<file path="src/core/amp_protect_pkg.sv">
// Package for the power-amplifier protection block: register map, control and
// status layouts, reset values and timing constants.
// Assumes a 100 MHz system clock and an APB master with 32-bit data.
package amp_protect_pkg;

  // ********************************************************************
  // Clock and timing
  // ********************************************************************
  localparam int CLK_PERIOD_NS   = 10;
  localparam int BIAS_HOLD_NS    = 1000000;
  localparam int BIAS_HOLD_CYCLES = (BIAS_HOLD_NS + CLK_PERIOD_NS - 1) / CLK_PERIOD_NS;
  localparam int SYNC_STAGES     = 2;

  // ********************************************************************
  // Register map (byte addresses)
  // ********************************************************************
  localparam logic [7:0] CTRL_OFFSET   = 8'h00;
  localparam logic [7:0] CLEAR_OFFSET  = 8'h04;
  localparam logic [7:0] STATUS_OFFSET = 8'h08;
  localparam int         ADDR_WIDTH    = 8;
  localparam int         CTRL_WIDTH    = 10;
  localparam int         STATUS_WIDTH  = 7;
  localparam int         CLEAR_BIT     = 0;

  // ********************************************************************
  // Field layouts
  // ********************************************************************
  typedef struct packed {
    logic ac10vRange;
    logic outputOn;
    logic dc1000Range;
    logic dcFunctionSel;
    logic freqRangeLsb;
    logic lowFreqGain;
    logic biasEnable;
    logic hvSupplyOffCmd;
    logic positive;
    logic outputClampRequest;
  } ctrl_s;

  typedef struct packed {
    logic hvEnableNeg;
    logic biasHold;
    logic supplyFail15;
    logic supplyFail400;
    logic limitDetect;
    logic limitLatch;
    logic limitStatusN;
  } status_s;

  // Supply held off after reset until software asks for it.
  localparam ctrl_s CTRL_RESET = '{hvSupplyOffCmd: 1'b1, default: 1'b0};

  // Overload flags read high when healthy, so their synchronisers reset high.
  localparam logic [1:0] FLAG_IDLE = 2'b11;

endpackage

</file>
<file path="src/core/amplifier_protection_logic.sv">
// Control and protection logic of the power-amplifier assembly behind an APB slave.
// Assumes one 100 MHz clock, synchronous active-low reset, and asynchronous pin inputs.
//
// Behaviour
// - DC 1000V range with output off removes step-up transformer drive.
// - Polarity relay drive is XNOR of positive and clamp request.
// - Clamp request high blocks modulator drive to the DC modulator.
// - Negative supply enable high on 400V or 15V failure or supply-off command, low otherwise.
// - Each supply re-enable holds bias cutoff low about 1 ms.
// - Active-low limit status asserts when any of nine detectors trips.
// - Limit detect is NOR of high-voltage overload flag and DC function.
// - High limit detect asserts amplifier input limit on the next clock.
// - Limit latch set while detect high; drives status and input limit.
// - Limit status asserts on low-voltage flag low in AC 10V range.
// - Clear pulses reset the latch once limit detect is low.
// - Kilovolt gain select low only when the 100 kHz band is chosen.
// - Logic one is the 0V level, logic zero the -15V level.
// - A relay drive at one energizes its relay, at zero releases it.

`timescale 1ns/1ns
`default_nettype none

module amplifier_protection_logic
  import amp_protect_pkg::*;
#(
  parameter int OTHER_DETECTORS = 7,
  parameter int BIAS_HOLD       = BIAS_HOLD_CYCLES
) (
  input  wire  logic                       clk,
  input  wire  logic                       rstn,
  input  wire  logic                       psel,
  input  wire  logic                       penable,
  input  wire  logic                       pwrite,
  input  wire  logic [ADDR_WIDTH-1:0]      paddr,
  input  wire  logic [31:0]                pwdata,
  output logic       [31:0]                prdata,
  output logic                             pready,
  output logic                             pslverr,
  input  wire  logic                       hvAmpOverloadFlag,
  input  wire  logic                       lvAmpOverloadFlag,
  input  wire  logic                       supplyFail400,
  input  wire  logic                       supplyFail15,
  input  wire  logic                       modulatorDriveIn,
  input  wire  logic [OTHER_DETECTORS-1:0] otherLimitDetect,
  output logic                             polarityRelayDrive,
  output logic                             modulatorDrive,
  output logic                             stepUpDriveEnable,
  output logic                             hvEnableNeg,
  output logic                             biasCutoff,
  output logic                             ampInputLimit,
  output logic                             limitStatusN,
  output logic                             lowFreqGain,
  output logic                             kilovoltGainSel
);

  // ********************************************************************
  // Input synchronisers
  // ********************************************************************
  localparam int NPIN = 5 + OTHER_DETECTORS;
  localparam logic [NPIN-1:0] PIN_IDLE = NPIN'(FLAG_IDLE);

  logic [NPIN-1:0] pinRaw;
  logic [NPIN-1:0] syncA_reg;
  logic [NPIN-1:0] syncB_reg;

  assign pinRaw = {otherLimitDetect, modulatorDriveIn, supplyFail15, supplyFail400,
                   lvAmpOverloadFlag, hvAmpOverloadFlag};

  // Each pin gets its own two-stage chain; the first stage feeds only the second.
  genvar gi;
  generate
    for (gi = 0; gi < NPIN; gi++) begin : gSync
      always_ff @(posedge clk) begin
        if (!rstn) begin
          syncA_reg[gi] <= PIN_IDLE[gi];
          syncB_reg[gi] <= PIN_IDLE[gi];
        end else begin
          syncA_reg[gi] <= pinRaw[gi];
          syncB_reg[gi] <= syncA_reg[gi];
        end
      end
    end
  endgenerate

  logic                       hvFlagS;
  logic                       lvFlagS;
  logic                       fail400S;
  logic                       fail15S;
  logic                       modDriveS;
  logic [OTHER_DETECTORS-1:0] otherS;

  assign hvFlagS   = syncB_reg[0];
  assign lvFlagS   = syncB_reg[1];
  assign fail400S  = syncB_reg[2];
  assign fail15S   = syncB_reg[3];
  assign modDriveS = syncB_reg[4];
  assign otherS    = syncB_reg[NPIN-1:5];

  // ********************************************************************
  // APB slave
  // ********************************************************************
  ctrl_s   ctrl_reg;
  status_s statusNow;
  logic    clearPulse_reg;
  logic    setupPhase;
  logic    accessDone;
  logic    addrHit;

  assign setupPhase = psel && !penable;
  assign accessDone = psel && penable && pready;
  assign addrHit    = (paddr == CTRL_OFFSET) || (paddr == CLEAR_OFFSET) ||
                      (paddr == STATUS_OFFSET);

  // Zero wait states: pready rises in the access phase right after setup.
  always_ff @(posedge clk) begin
    if (!rstn) begin
      pready  <= 1'b0;
      pslverr <= 1'b0;
    end else begin
      pready  <= setupPhase;
      pslverr <= setupPhase && !addrHit;
    end
  end

  always_ff @(posedge clk) begin
    if (!rstn) begin
      prdata <= 32'h0;
    end else if (setupPhase && !pwrite) begin
      case (paddr)
        CTRL_OFFSET:   prdata <= {{(32-CTRL_WIDTH){1'b0}}, ctrl_reg};
        STATUS_OFFSET: prdata <= {{(32-STATUS_WIDTH){1'b0}}, statusNow};
        default:       prdata <= 32'h0;
      endcase
    end else if (accessDone) begin
      prdata <= 32'h0;
    end
  end

  always_ff @(posedge clk) begin
    if (!rstn) begin
      ctrl_reg <= CTRL_RESET;
    end else if (accessDone && pwrite && paddr == CTRL_OFFSET) begin
      ctrl_reg <= ctrl_s'(pwdata[CTRL_WIDTH-1:0]);
    end
  end

  // A write of one to the clear register is one clock pulse on the latch-clear line.
  always_ff @(posedge clk) begin
    if (!rstn) begin
      clearPulse_reg <= 1'b0;
    end else begin
      clearPulse_reg <= accessDone && pwrite && paddr == CLEAR_OFFSET
                        && pwdata[CLEAR_BIT];
    end
  end

  // ********************************************************************
  // Limit detection and latch
  // ********************************************************************
  logic limitDetect;
  logic limitLatch_reg;
  logic lvTrip;
  logic limitAny;

  assign limitDetect = !(hvFlagS || ctrl_reg.dcFunctionSel);
  assign lvTrip      = !lvFlagS && ctrl_reg.ac10vRange;
  assign limitAny    = limitLatch_reg || lvTrip || (|otherS);

  // Set dominates: a clear pulse in a cycle with detect high leaves the latch set.
  always_ff @(posedge clk) begin
    if (!rstn) begin
      limitLatch_reg <= 1'b0;
    end else if (limitDetect) begin
      limitLatch_reg <= 1'b1;
    end else if (clearPulse_reg) begin
      limitLatch_reg <= 1'b0;
    end
  end

  always_ff @(posedge clk) begin
    if (!rstn) begin
      ampInputLimit <= 1'b0;
      limitStatusN  <= 1'b1;
    end else begin
      ampInputLimit <= limitDetect || limitLatch_reg;
      limitStatusN  <= !limitAny;
    end
  end

  // ********************************************************************
  // Supply enable and bias hold-off
  // ********************************************************************
  localparam int BCW = $clog2(BIAS_HOLD + 1);

  logic           hvEnNegNext;
  logic           hvEnNegPrev_reg;
  logic [BCW-1:0] biasCount_reg;
  logic           biasHold;
  logic           reEnable;

  assign hvEnNegNext = fail400S || fail15S || ctrl_reg.hvSupplyOffCmd;
  assign biasHold    = biasCount_reg != '0;
  assign reEnable    = hvEnNegPrev_reg && !hvEnNegNext;

  always_ff @(posedge clk) begin
    if (!rstn) begin
      hvEnNegPrev_reg <= 1'b1;
    end else begin
      hvEnNegPrev_reg <= hvEnNegNext;
    end
  end

  // The hold restarts on every re-enable so the supply can build up before load returns.
  always_ff @(posedge clk) begin
    if (!rstn) begin
      biasCount_reg <= '0;
    end else if (reEnable) begin
      biasCount_reg <= BCW'(BIAS_HOLD);
    end else if (biasHold) begin
      biasCount_reg <= biasCount_reg - 1'b1;
    end
  end

  always_ff @(posedge clk) begin
    if (!rstn) begin
      hvEnableNeg <= 1'b1;
    end else begin
      hvEnableNeg <= hvEnNegNext;
    end
  end

  // Cutoff is forced low in the re-enable cycle too, before the counter has loaded.
  always_ff @(posedge clk) begin
    if (!rstn) begin
      biasCutoff <= 1'b0;
    end else begin
      biasCutoff <= ctrl_reg.biasEnable && !biasHold && !reEnable;
    end
  end

  // ********************************************************************
  // Polarity, modulator, step-up drive and gain select
  // ********************************************************************
  always_ff @(posedge clk) begin
    if (!rstn) begin
      polarityRelayDrive <= 1'b0;
    end else begin
      polarityRelayDrive <= !(ctrl_reg.positive ^ ctrl_reg.outputClampRequest);
    end
  end

  always_ff @(posedge clk) begin
    if (!rstn) begin
      modulatorDrive <= 1'b0;
    end else begin
      modulatorDrive <= modDriveS && ctrl_reg.dc1000Range
                        && !ctrl_reg.outputClampRequest;
    end
  end

  always_ff @(posedge clk) begin
    if (!rstn) begin
      stepUpDriveEnable <= 1'b0;
    end else begin
      stepUpDriveEnable <= ctrl_reg.dc1000Range && ctrl_reg.outputOn;
    end
  end

  always_ff @(posedge clk) begin
    if (!rstn) begin
      lowFreqGain     <= 1'b0;
      kilovoltGainSel <= 1'b1;
    end else begin
      lowFreqGain     <= ctrl_reg.lowFreqGain;
      kilovoltGainSel <= !(!ctrl_reg.lowFreqGain && ctrl_reg.freqRangeLsb);
    end
  end

  // ********************************************************************
  // Status snapshot
  // ********************************************************************
  always_comb begin
    statusNow               = '0;
    statusNow.limitStatusN  = limitStatusN;
    statusNow.limitLatch    = limitLatch_reg;
    statusNow.limitDetect   = limitDetect;
    statusNow.supplyFail400 = fail400S;
    statusNow.supplyFail15  = fail15S;
    statusNow.biasHold      = biasHold;
    statusNow.hvEnableNeg   = hvEnableNeg;
  end

endmodule

`default_nettype wire

</file>
<file path="config.mk">
export PLATFORM = sky130hd
export DESIGN_NAME = amplifier_protection_logic
export DESIGN_NICKNAME = d
export VERILOG_FILES = /design/src/core/amp_protect_pkg.sv /design/src/core/amplifier_protection_logic.sv
export SDC_FILE = /design/constraint.sdc
export NUM_CORES = 1
export LEC_CHECK = 0
export CAP_MARGIN = 20
export CORE_ASPECT_RATIO = 2
export CORE_MARGIN = 5
export CORE_UTILIZATION = 61
export CTS_CLUSTER_DIAMETER = 50
export DETAILED_ROUTE_END_ITERATION = 8
export DONT_BUFFER_PORTS = 1
export GPL_ROUTABILITY_DRIVEN = 0
export PLACE_DENSITY = 0.77
export SETUP_SLACK_MARGIN = 0.3
export SYNTH_ARGS = -nofsm -noshare
export SYNTH_HDL_FRONTEND = slang
export SYNTH_SLANG_ARGS = --single-unit
</file>
<file path="constraint.sdc">
create_clock -name clk -period 3 [get_ports clk]
set_input_delay 0 -clock clk [delete_from_list [all_inputs] [get_ports clk]]
set_output_delay 0 -clock clk [all_outputs]
set_load 0.1 [all_outputs]
</file>
# --- Yosys cells after proc, flatten, opt, wreduce, memory -nomap -nowiden ---
# Cells that the tools add are included.
totals:
  reg_bits: 96
  inputBits: 57
classes:
  addsub: 1
  n_reduce_logical: 44
  eq_ne: 3
  mux: 7
  n_bitwise: 2
op_table:
  columns: ["op", "count"]
  rows:
  - ["$mux W32", 2]
  - ["$mux W17", 2]
  - ["$pmux W10 S2", 1]
  - ["$logic_and A1 B1 Y1", 17]
  - ["$reduce_bool A17 Y1", 1]
  - ["$sub A17 B1 Y17 const B", 1]
  - ["$logic_not A1 Y1", 13]
  - ["$eq A8 B3 Y1 const B", 1]
  - ["$eq A8 B4 Y1 const B", 1]
  - ["$logic_not A8 Y1", 1]
  - ["$logic_or A1 B1 Y1", 8]
  - ["$reduce_or A7 Y1", 1]
  - ["$reduce_bool A2 Y1", 2]
  - ["$mux W1", 2]
  - ["$ne A2 B2 Y1 const B", 1]
  - ["$reduce_or A2 Y1", 1]
  - ["$not A1 Y1", 1]
  - ["$xor A1 B1 Y1", 1]

# --- Logic depth before layout (Yosys ltp) ---
# Gate-level depths: netlist (run 1).
logic_depth:
  word_depth: 6
  mapped_depth: 8
  ltp_nobuf: 7

# --- Least setup slack after synthesis (run 1) ---
# Ideal clock, no wire load.
synth_timing:
  kind: "reg2reg"
  from: "register pready"
  to: "register ctrl_reg[2] in the netlist's numbering"
  path_buffers: 1
  arrival_ps: 2081
  path_stages_with_launch: 7
  path_slack_ps: 794
  cell_sequence: "dfxtp_1 > nand2_1 > or3_1 > nor3_1 > buf_2 > mux2i_1 > nand2_1"
synth_via:
  elab_chain_len: 3
synth_rtl:
  columns: ["element", "line_no", "rtl"]
  rows:
  - ["from (decl)", "amplifier_protection_logic.sv:37", "output logic pready,"]
  - ["from (signal assigned)", "amplifier_protection_logic.sv:120", "pready <= setupPhase;"]
  - ["$logic_and A1 B1 Y1", "amplifier_protection_logic.sv:110", "assign accessDone = psel && penable && pready;"]
  - ["$logic_and A1 B1 Y1 (2 in series)", "amplifier_protection_logic.sv:142", "end else if (accessDone && pwrite && paddr == CTRL_OFFSET) begin"]
  - ["to (signal assigned)", "amplifier_protection_logic.sv:143", "ctrl_reg <= ctrl_s'(pwdata[CTRL_WIDTH-1:0]);"]
  - ["to (decl)", "amplifier_protection_logic.sv:102", "ctrl_s ctrl_reg;"]
# No other way between the ends.
# A chain may end at the register's enable or synchronous reset.

# --- Final worst setup path (run 1) ---
layout_timing:
  from: "register pready"
  to: "register ctrl_reg[8] in the netlist's numbering"
# The elaborated chain is that of the path after synthesis.

==> results of run 1 <==
==> where the power goes <==
group          internal (W)  switching [W]  leakage (nW)
Sequential          0.00109       0.000102         0.605
Combinational      0.000368       0.000536         0.653
Clock              0.000475       0.000381         0.110
Total               0.00193        0.00102          1.37
==> repair_timing <==
item	in CTS	in global routing
buffers inserted	0	0
endpoints found under the hold margin	56	0
hold buffers	34	0
endpoints found under the setup margin	0	0
==> Yosys cell counts, drive strengths merged (2+ instances only) <==
library cell,n,share of area [%]
nor4,6,1.5
a21oi,6,1.1
nand3b,2,0.53
mux2i,10,3.5
inv,4,0.53
a32oi,3,0.93
or3,6,1.5
xnor2,7,2.2
a22oi,6,1.6
nand2,9,1.2
nand2b,7,1.5
clkbuf,9,1.2
nand3,5,0.89
dfxtp,74,52
buf,24,6.2
and2,22,4.9
nor3,11,1.9
or4,6,2.0
nor2,35,4.6
o21ai,10,1.8
xor2,5,1.5
mux2,6,2.4
==> path summary, 6_finish.rpt <==
kind | from | endpoint | depth (start not counted)
max | pready$_SDFF_PN0_ | ctrl_reg[8]$_SDFFE_PN0P_ | 6
min | paddr[3] | prdata[4]$_SDFFE_PN0P_ | 3
max reg2reg | pready$_SDFF_PN0_ | ctrl_reg[8]$_SDFFE_PN0P_ | 6
min reg2reg | syncA_reg[0]$_SDFF_PN1_ | hvFlagS$_SDFF_PN1_ | 1
==> metrics by stage <==
| step | area, µm² | worst slack, ps |
|---|---|---|
| CTS | 3450 | 621 |
| finish | 3460 | 681 |
| detailed placement | 2880 | 755 |
| floorplan | 2910 | 794 |
| global placement | 2880 | 786 |
| global route | 3460 | 568 |
==> layout make-up <==
type / count / area share [%]
clock buffers: 9 / 3.58
clock inverters: 7 / 2.96
inverters: 5 / 0.542
multi-input cells: 196 / 34.7
flip-flops and latches: 74 / 42.8
well taps: 55 / 1.99
repair buffers: 50 / 13.5
==> per-layer routing <==
metal	share of wire, %	global-route usage (%)	vias to the layer above
li1	-	-	1034
met2	59	42.6	65
met1	34	23.1	1036
met5	0	0	-
met3	5.6	6.44	16
met4	2.2	10.9	0
==> logic make-up after synthesis <==
kind of cell               Yosys count  share of synthesized area (%)
adders and majority gates            1                          0.443
muxes                               16                           5.93
and+or+nand+nor                    116                           22.8
other                                1                          0.133
xor gates and xnor gates            12                           3.72
DFF                                 74                           52.4
buffers and inverters               38                           8.06
AOI/OAI and AO/OA                   29                           6.55
==> worst register-to-register path: cells and delay by family (launching register included) <==
kind                   cells  cell delay (ps)
AND/OR/NAND/NOR            4             1030
buffers and inverters      1              570
multiplexers               1              260
flip-flops                 1              330
==> flow_summary_export.csv, run 1 <==
group,metric,value,unit
setup_path,arrival,2550,ps
detailed_routing,post-route-drc-count,0,
power,peakVddDrop,0.000735,V
final_layout,area_growth,22.6,%
synthesis,seq_area_frac_synth,52.4,%
setup_path,crit_type,"register to register",
setup_path,reg2reg_slack,680,ps
detailed_routing,vias,2151,
die,io_pins,100,
grt,grt_usage,23.3,%
setup_path,crit_path_start_kind,"register",
final_layout,layout.cells.non_filler,396,
final_layout,antennaDiodeCount,0,
die,core_area,0.00455,mm²
synthesis,ys_warn_count,0,
placed_design,dp.final_hpwl,4.08,mm
final_layout,layout_commonest_cell,"dfxtp_1",
worst_hold_path,hp-class,"input pin to register",
placed_design,io_buffers,0,
setup_path,crit_buf_inv,1,
die,initial_utilization,62.1,%
detailed_routing,drt-initial-drc-count,74,
clock_network,cts_resized,0,
die,num_rows,35,
setup_path,path_cells,"nand2_1 -> or3_1 -> nor3_2 -> mux2i_1 -> dlygate4sd3_1 -> nor2_1",
setup_path,slowest_delay,570,ps
timing,setup-violations-final,0,
final_layout,largest_reg_flops,17,
grt,grt_pass1_vias,2199,
detailed_routing,drt-pass1-iter-count,4,
final_layout,multi_input_area,0.00120,mm²
clock_network,cts.clk_slew.worst_paths,80,ps
setup_path,crit_path_end_kind,"register",
synthesis,synth_area,0.00283,mm²
timing,final_max_slew_viol_count,0,
timing,fmax,431,MHz
synthesis,ys_ff_latch,74,
placed_design,place_inst,345,
timing,period_share,77.3,%
setup_path,cp.required,3230,ps
final_layout,most-common-layout-cells,"74 x dfxtp_1, 35 x nor2_1, 34 x dlygate4sd3_1",
clock_network,cts.sink_count,74,
power,power.leakage,1.37,nW
synthesis,ys_types,41,
timing,finalCriticalPeriod,2320,ps
power,power_density,852,mW/mm²
clock_network,tritoncts,"built",
clock_network,cts_root_buf,"clkbuf_8",
detailed_routing,wl_per_cell,16.8,µm
synthesis,synth-edff-count,0,
setup_path,critPathTopFamily,"simple AND/OR/NAND/NOR gates",
clock_network,clk_latency,340,ps
setup_path,critPathSlowestCell,"dlygate4sd3_1",
grt,grt_pass1_wl,10.7,mm
final_layout,seq_area,0.00148,mm²
synthesis,synthArstFlopShare,0,%
die,die_w,58.1,µm
die,die-area,0.00618,mm²
grt,grt_max_degree,38,
timing,rsz0062_at_grt,"no",
final_layout,nets,394,
die,die_y,106,µm
power,power,0.00295,W
timing,relSlewSlack,32.9,%
timing,hold-worst-slack,32.0,ps
flow_run,drv_cap,0,
timing,tightestPinTransition,998,ps
timing,finalHoldViolations,0,
detailed_routing,antenna_left,0,
outcome,status,"completed",
grt,antenna_found_initial,0,
setup_path,cp_max_fo,6,
timing,setup-tns-final,0,ps
synthesis,syn-mean-instance-area,9.85,µm²
detailed_routing,vias_per_cell,5.43,
final_layout,drive_gt1_share,13.5,%
final_layout,nFillCells,316,
detailed_routing,totalWireLength,6.67,mm
synthesis,synthCells,287,
synthesis,synth_ff_type,"dfxtp_1",
clock_network,ctsHtreeMaxLevel,3,
grt,grt-ovfl-total,0,
clock_network,numCtsBuffers,9,
clock_network,clock_path_buffers,2,
final_layout,utilization,76.1,%
timing,fin_skew,6.90,ps
Note: power is estimated with default switching activity, not from simulation.
==> inputs of run 2 (changes only) <==
--- a/config.mk
+++ b/config.mk
@@ -5,15 +5,16 @@
 export SDC_FILE = /design/constraint.sdc
 export NUM_CORES = 1
 export LEC_CHECK = 0
+export ABC_AREA = 1
 export CAP_MARGIN = 20
 export CORE_ASPECT_RATIO = 2
 export CORE_MARGIN = 5
-export CORE_UTILIZATION = 61
+export CORE_UTILIZATION = 62
 export CTS_CLUSTER_DIAMETER = 50
 export DETAILED_ROUTE_END_ITERATION = 8
 export DONT_BUFFER_PORTS = 1
 export GPL_ROUTABILITY_DRIVEN = 0
-export PLACE_DENSITY = 0.77
+export PLACE_DENSITY = 0.78
 export SETUP_SLACK_MARGIN = 0.3
 export SYNTH_ARGS = -nofsm -noshare
 export SYNTH_HDL_FRONTEND = slang
==> constraint.sdc (replaced) <==
create_clock -name clk -period 2.35 [get_ports clk]
set_input_delay 0 -clock clk [delete_from_list [all_inputs] [get_ports clk]]
set_output_delay 0 -clock clk [all_outputs]
set_load 0.1 [all_outputs]
==> flow_summary_export.csv, run 2 <==
group,metric,value,unit
power,switchingPower,0.00166,W
synthesis,synth_area_leaders,"dfxtp_1 47%, nand2_1 11%, nor2_1 6.0%",
placed_design,io_buffers,0,
power,p_seq_share,38.4,%
grt,grt_usage,24.3,%
synthesis,yosys.area.top_type,"dfxtp_1",
die,io_pins,100,
flow_run,drv_cap,0,
setup_path,path_cells,"dlygate4sd3_1 -> nor2_2 -> dlygate4sd3_1 -> nand3_1 -> dlygate4sd3_1 -> nor2_1",
die,num_rows,36,
detailed_routing,post-route-drc-count,0,
grt,grt_pass1_wl,12.1,mm
power,peakVddDrop,0.000715,V
clock_network,cts.sink_count,74,
setup_path,path_depth,6,
grt,grt_pass1_vias,2624,
clock_network,tritoncts,"built",
detailed_routing,drt-initial-drc-count,104,
power,p_comb_share,39.1,%
final_layout,layout_commonest_cell,"nand2_1",
detailed_routing,wl_per_cell,14.5,µm
die,initial_utilization,63.7,%
synthesis,yosys.area_share.simple,31.0,%
clock_network,numCtsBuffers,9,
timing,relSlewSlack,36.0,%
synthesis,ys_warn_count,0,
setup_path,arrival,2080,ps
clock_network,clock_path_buffers,2,
placed_design,place_ws,733,ps
final_layout,largest_reg_flops,17,
timing,period_share,76.8,%
setup_path,cp_max_fo,3,
timing,setup_ws,544,ps
die,die-area,0.00665,mm²
timing,finalCriticalPeriod,1810,ps
detailed_routing,drt-pass1-iter-count,4,
synthesis,synth-xor-area-share,0.560,%
final_layout,antennaDiodeCount,0,
setup_path,crit_buf_inv,3,
detailed_routing,antenna_left,0,
grt,antenna_found_initial,0,
setup_path,r2r_cells,5,
final_layout,nets,514,
timing,final_max_slew_viol_count,0,
worst_hold_path,hp-class,"input pin to register",
timing,tightestPinTransition,958,ps
power,switching_share,40.5,%
setup_path,crit_path_start_kind,"input pin",
synthesis,synthArstFlopShare,0,%
setup_path,crit_path_end_kind,"register",
setup_path,critPathSlowestCell,"dlygate4sd3_1",
power,p_int,0.00244,W
timing,setup-violations-final,0,
synthesis,synth_area,0.00313,mm²
die,die_y,110,µm
clock_network,cts_root_buf,"clkbuf_8",
setup_path,slowest_delay,590,ps
timing,fmax,554,MHz
clock_network,ctsHtreeMaxLevel,3,
timing,finalHoldViolations,0,
setup_path,crit_type,"input pin to register",
synthesis,synth_ff_type,"dfxtp_1",
setup_path,critPathTopFamily,"buffers and inverters",
grt,grt_max_degree,38,
synthesis,seq_area_frac_synth,47.4,%
worst_hold_path,whs_path_depth,5,
clock_network,cts.clk_slew.worst_paths,70,ps
synthesis,synthMuxAreaShare,0,%
clock_network,cts_resized,0,
final_layout,nFillCells,344,
timing,fin_skew,12.5,ps
detailed_routing,totalWireLength,7.51,mm
synthesis,synth-edff-count,0,
final_layout,drive_gt1_share,12.6,%
synthesis,syn-mean-instance-area,7.67,µm²
clock_network,clk_latency,350,ps
grt,grt-ovfl-total,0,
setup_path,cp_common_cell,"dlygate4sd3_1",
power,power_density,1110,mW/mm²
synthesis,ys_types,36,
detailed_routing,vias_per_cell,5.03,
power,power.leakage,1.73,nW
die,die_w,60.2,µm
timing,setup-tns-final,0,ps
synthesis,synth_top_family_by_area,"simple AND/OR/NAND/NOR gates",
die,core_area,0.00491,mm²
synthesis,yosysTopAreaCellShare,47.4,%
synthesis,synthCells,408,
synthesis,synth_fa_ha_area_share,0.400,%
timing,rsz0062_at_grt,"no",
synthesis,synth_most_common_cell,"nand2_1",
outcome,status,"completed",
power,p_clk_share,22.5,%
synthesis,yosys-top-cells-count,"92 x nand2_1, 74 x dfxtp_1, 50 x nor2_1",
setup_path,cp.required,2620,ps
synthesis,synth_compound_area_share,7.04,%
final_layout,area_growth,18.0,%
detailed_routing,vias,2608,
synthesis,ys_ff_latch,74,
final_layout,most-common-layout-cells,"92 x nand2_1, 74 x dfxtp_1, 50 x nor2_1",
placed_design,dp.final_hpwl,4.92,mm
run 2: changes by cell type in the layout (fill, tap and decap cells not counted), sizes merged, moves of 7 or more:
cell / previous run / this run
nor2: 35 / 60
a21oi: 6 / 22
inv: 5 / 52
mux2i: 10 / 0
nand2: 9 / 98
nor3: 11 / 3
nand3: 5 / 28
nand2b: 7 / 0
and2: 22 / 0
run 2: area by class of cell:
cell class	count	area (µm²)	area share, %
inverters	53	199	5.39
multi-input cells	270	1300	35.3
well taps	57	71.3	1.93
clock inverters	3	40.0	1.08
flip-flops and latches	74	1480	40.1
repair buffers	48	458	12.4
clock buffers	13	139	3.76
run 2: what timing repair did:
| action | 4_1_cts | 5_1_grt |
|---|---|---|
| hold endpoints to repair | 45 | 0 |
| setup buffers | 0 | 0 |
| hold buffers | 35 | 0 |
run 2: tightest hold or removal path, cell delays in order:
cell and delay (ps):
nor2_2 40, nand3_2 100, nor2_8 70, nand3_1 60, a21oi_1 50
run 2: per-layer routing:
| layer | track usage [%] | routed length [µm] | share of wire (%) |
|---|---|---|---|
| met2 | 42.6 | 4170 | 56 |
| met5 | 0 | 0 | 0 |
| met1 | 24.7 | 2620 | 35 |
| met3 | 6.43 | 404 | 5.4 |
| met4 | 12.7 | 311 | 4.1 |
run 2: power groups by stage:
| stage | logic (W) | clock network, W | registers (W) |
|---|---|---|---|
| floorplan | 0.00136 | 0 | 0.00158 |
| global route | 0.00181 | 0.000999 | 0.00159 |
| CTS | 0.00159 | 0.000940 | 0.00157 |
| detailed placement | 0.00152 | 0 | 0.00160 |
| finish | 0.00160 | 0.000922 | 0.00157 |
| global placement | 0.00148 | 0 | 0.00159 |
run 2: logic make-up after synthesis:
kind of cell	count (synthesis)
other	1
adder cells (fa/ha/maj)	1
buffers and inverters	85
AND/OR/NAND/NOR	203
AO/OA/AOI/OAI	42
XOR/XNOR	2
flip-flops	74
run 2: path summary, 6_finish.rpt:
| check | from | endpoint | slack (ps) |
|---|---|---|---|
| max | paddr[0] | clearPulse_reg$_SDFF_PN0_ | 540 |
| min | paddr[1] | prdata[9]$_SDFFE_PN0P_ | 30 |
| max reg2reg | pready$_SDFF_PN0_ | ctrl_reg[7]$_SDFFE_PN0P_ | 650 |
| min reg2reg | syncA_reg[0]$_SDFF_PN1_ | hvFlagS$_SDFF_PN1_ | 410 |
run 2: stage by stage:
stage | total power, W | instances | hold slack (ps) | cell area (µm²) | utilization [%]
global placement | 0.00307 | 467 | 77.0 | 3150 | 64.2
finish | 0.00410 | 518 | 29.6 | 3690 | 75.2
global route | 0.00440 | 518 | 40.4 | 3690 | 75.2
floorplan | 0.00294 | 429 | 97.6 | 3210 | -
CTS | 0.00410 | 518 | 0.131 | 3690 | 75.2
detailed placement | 0.00312 | 467 | 82.8 | 3150 | 64.2
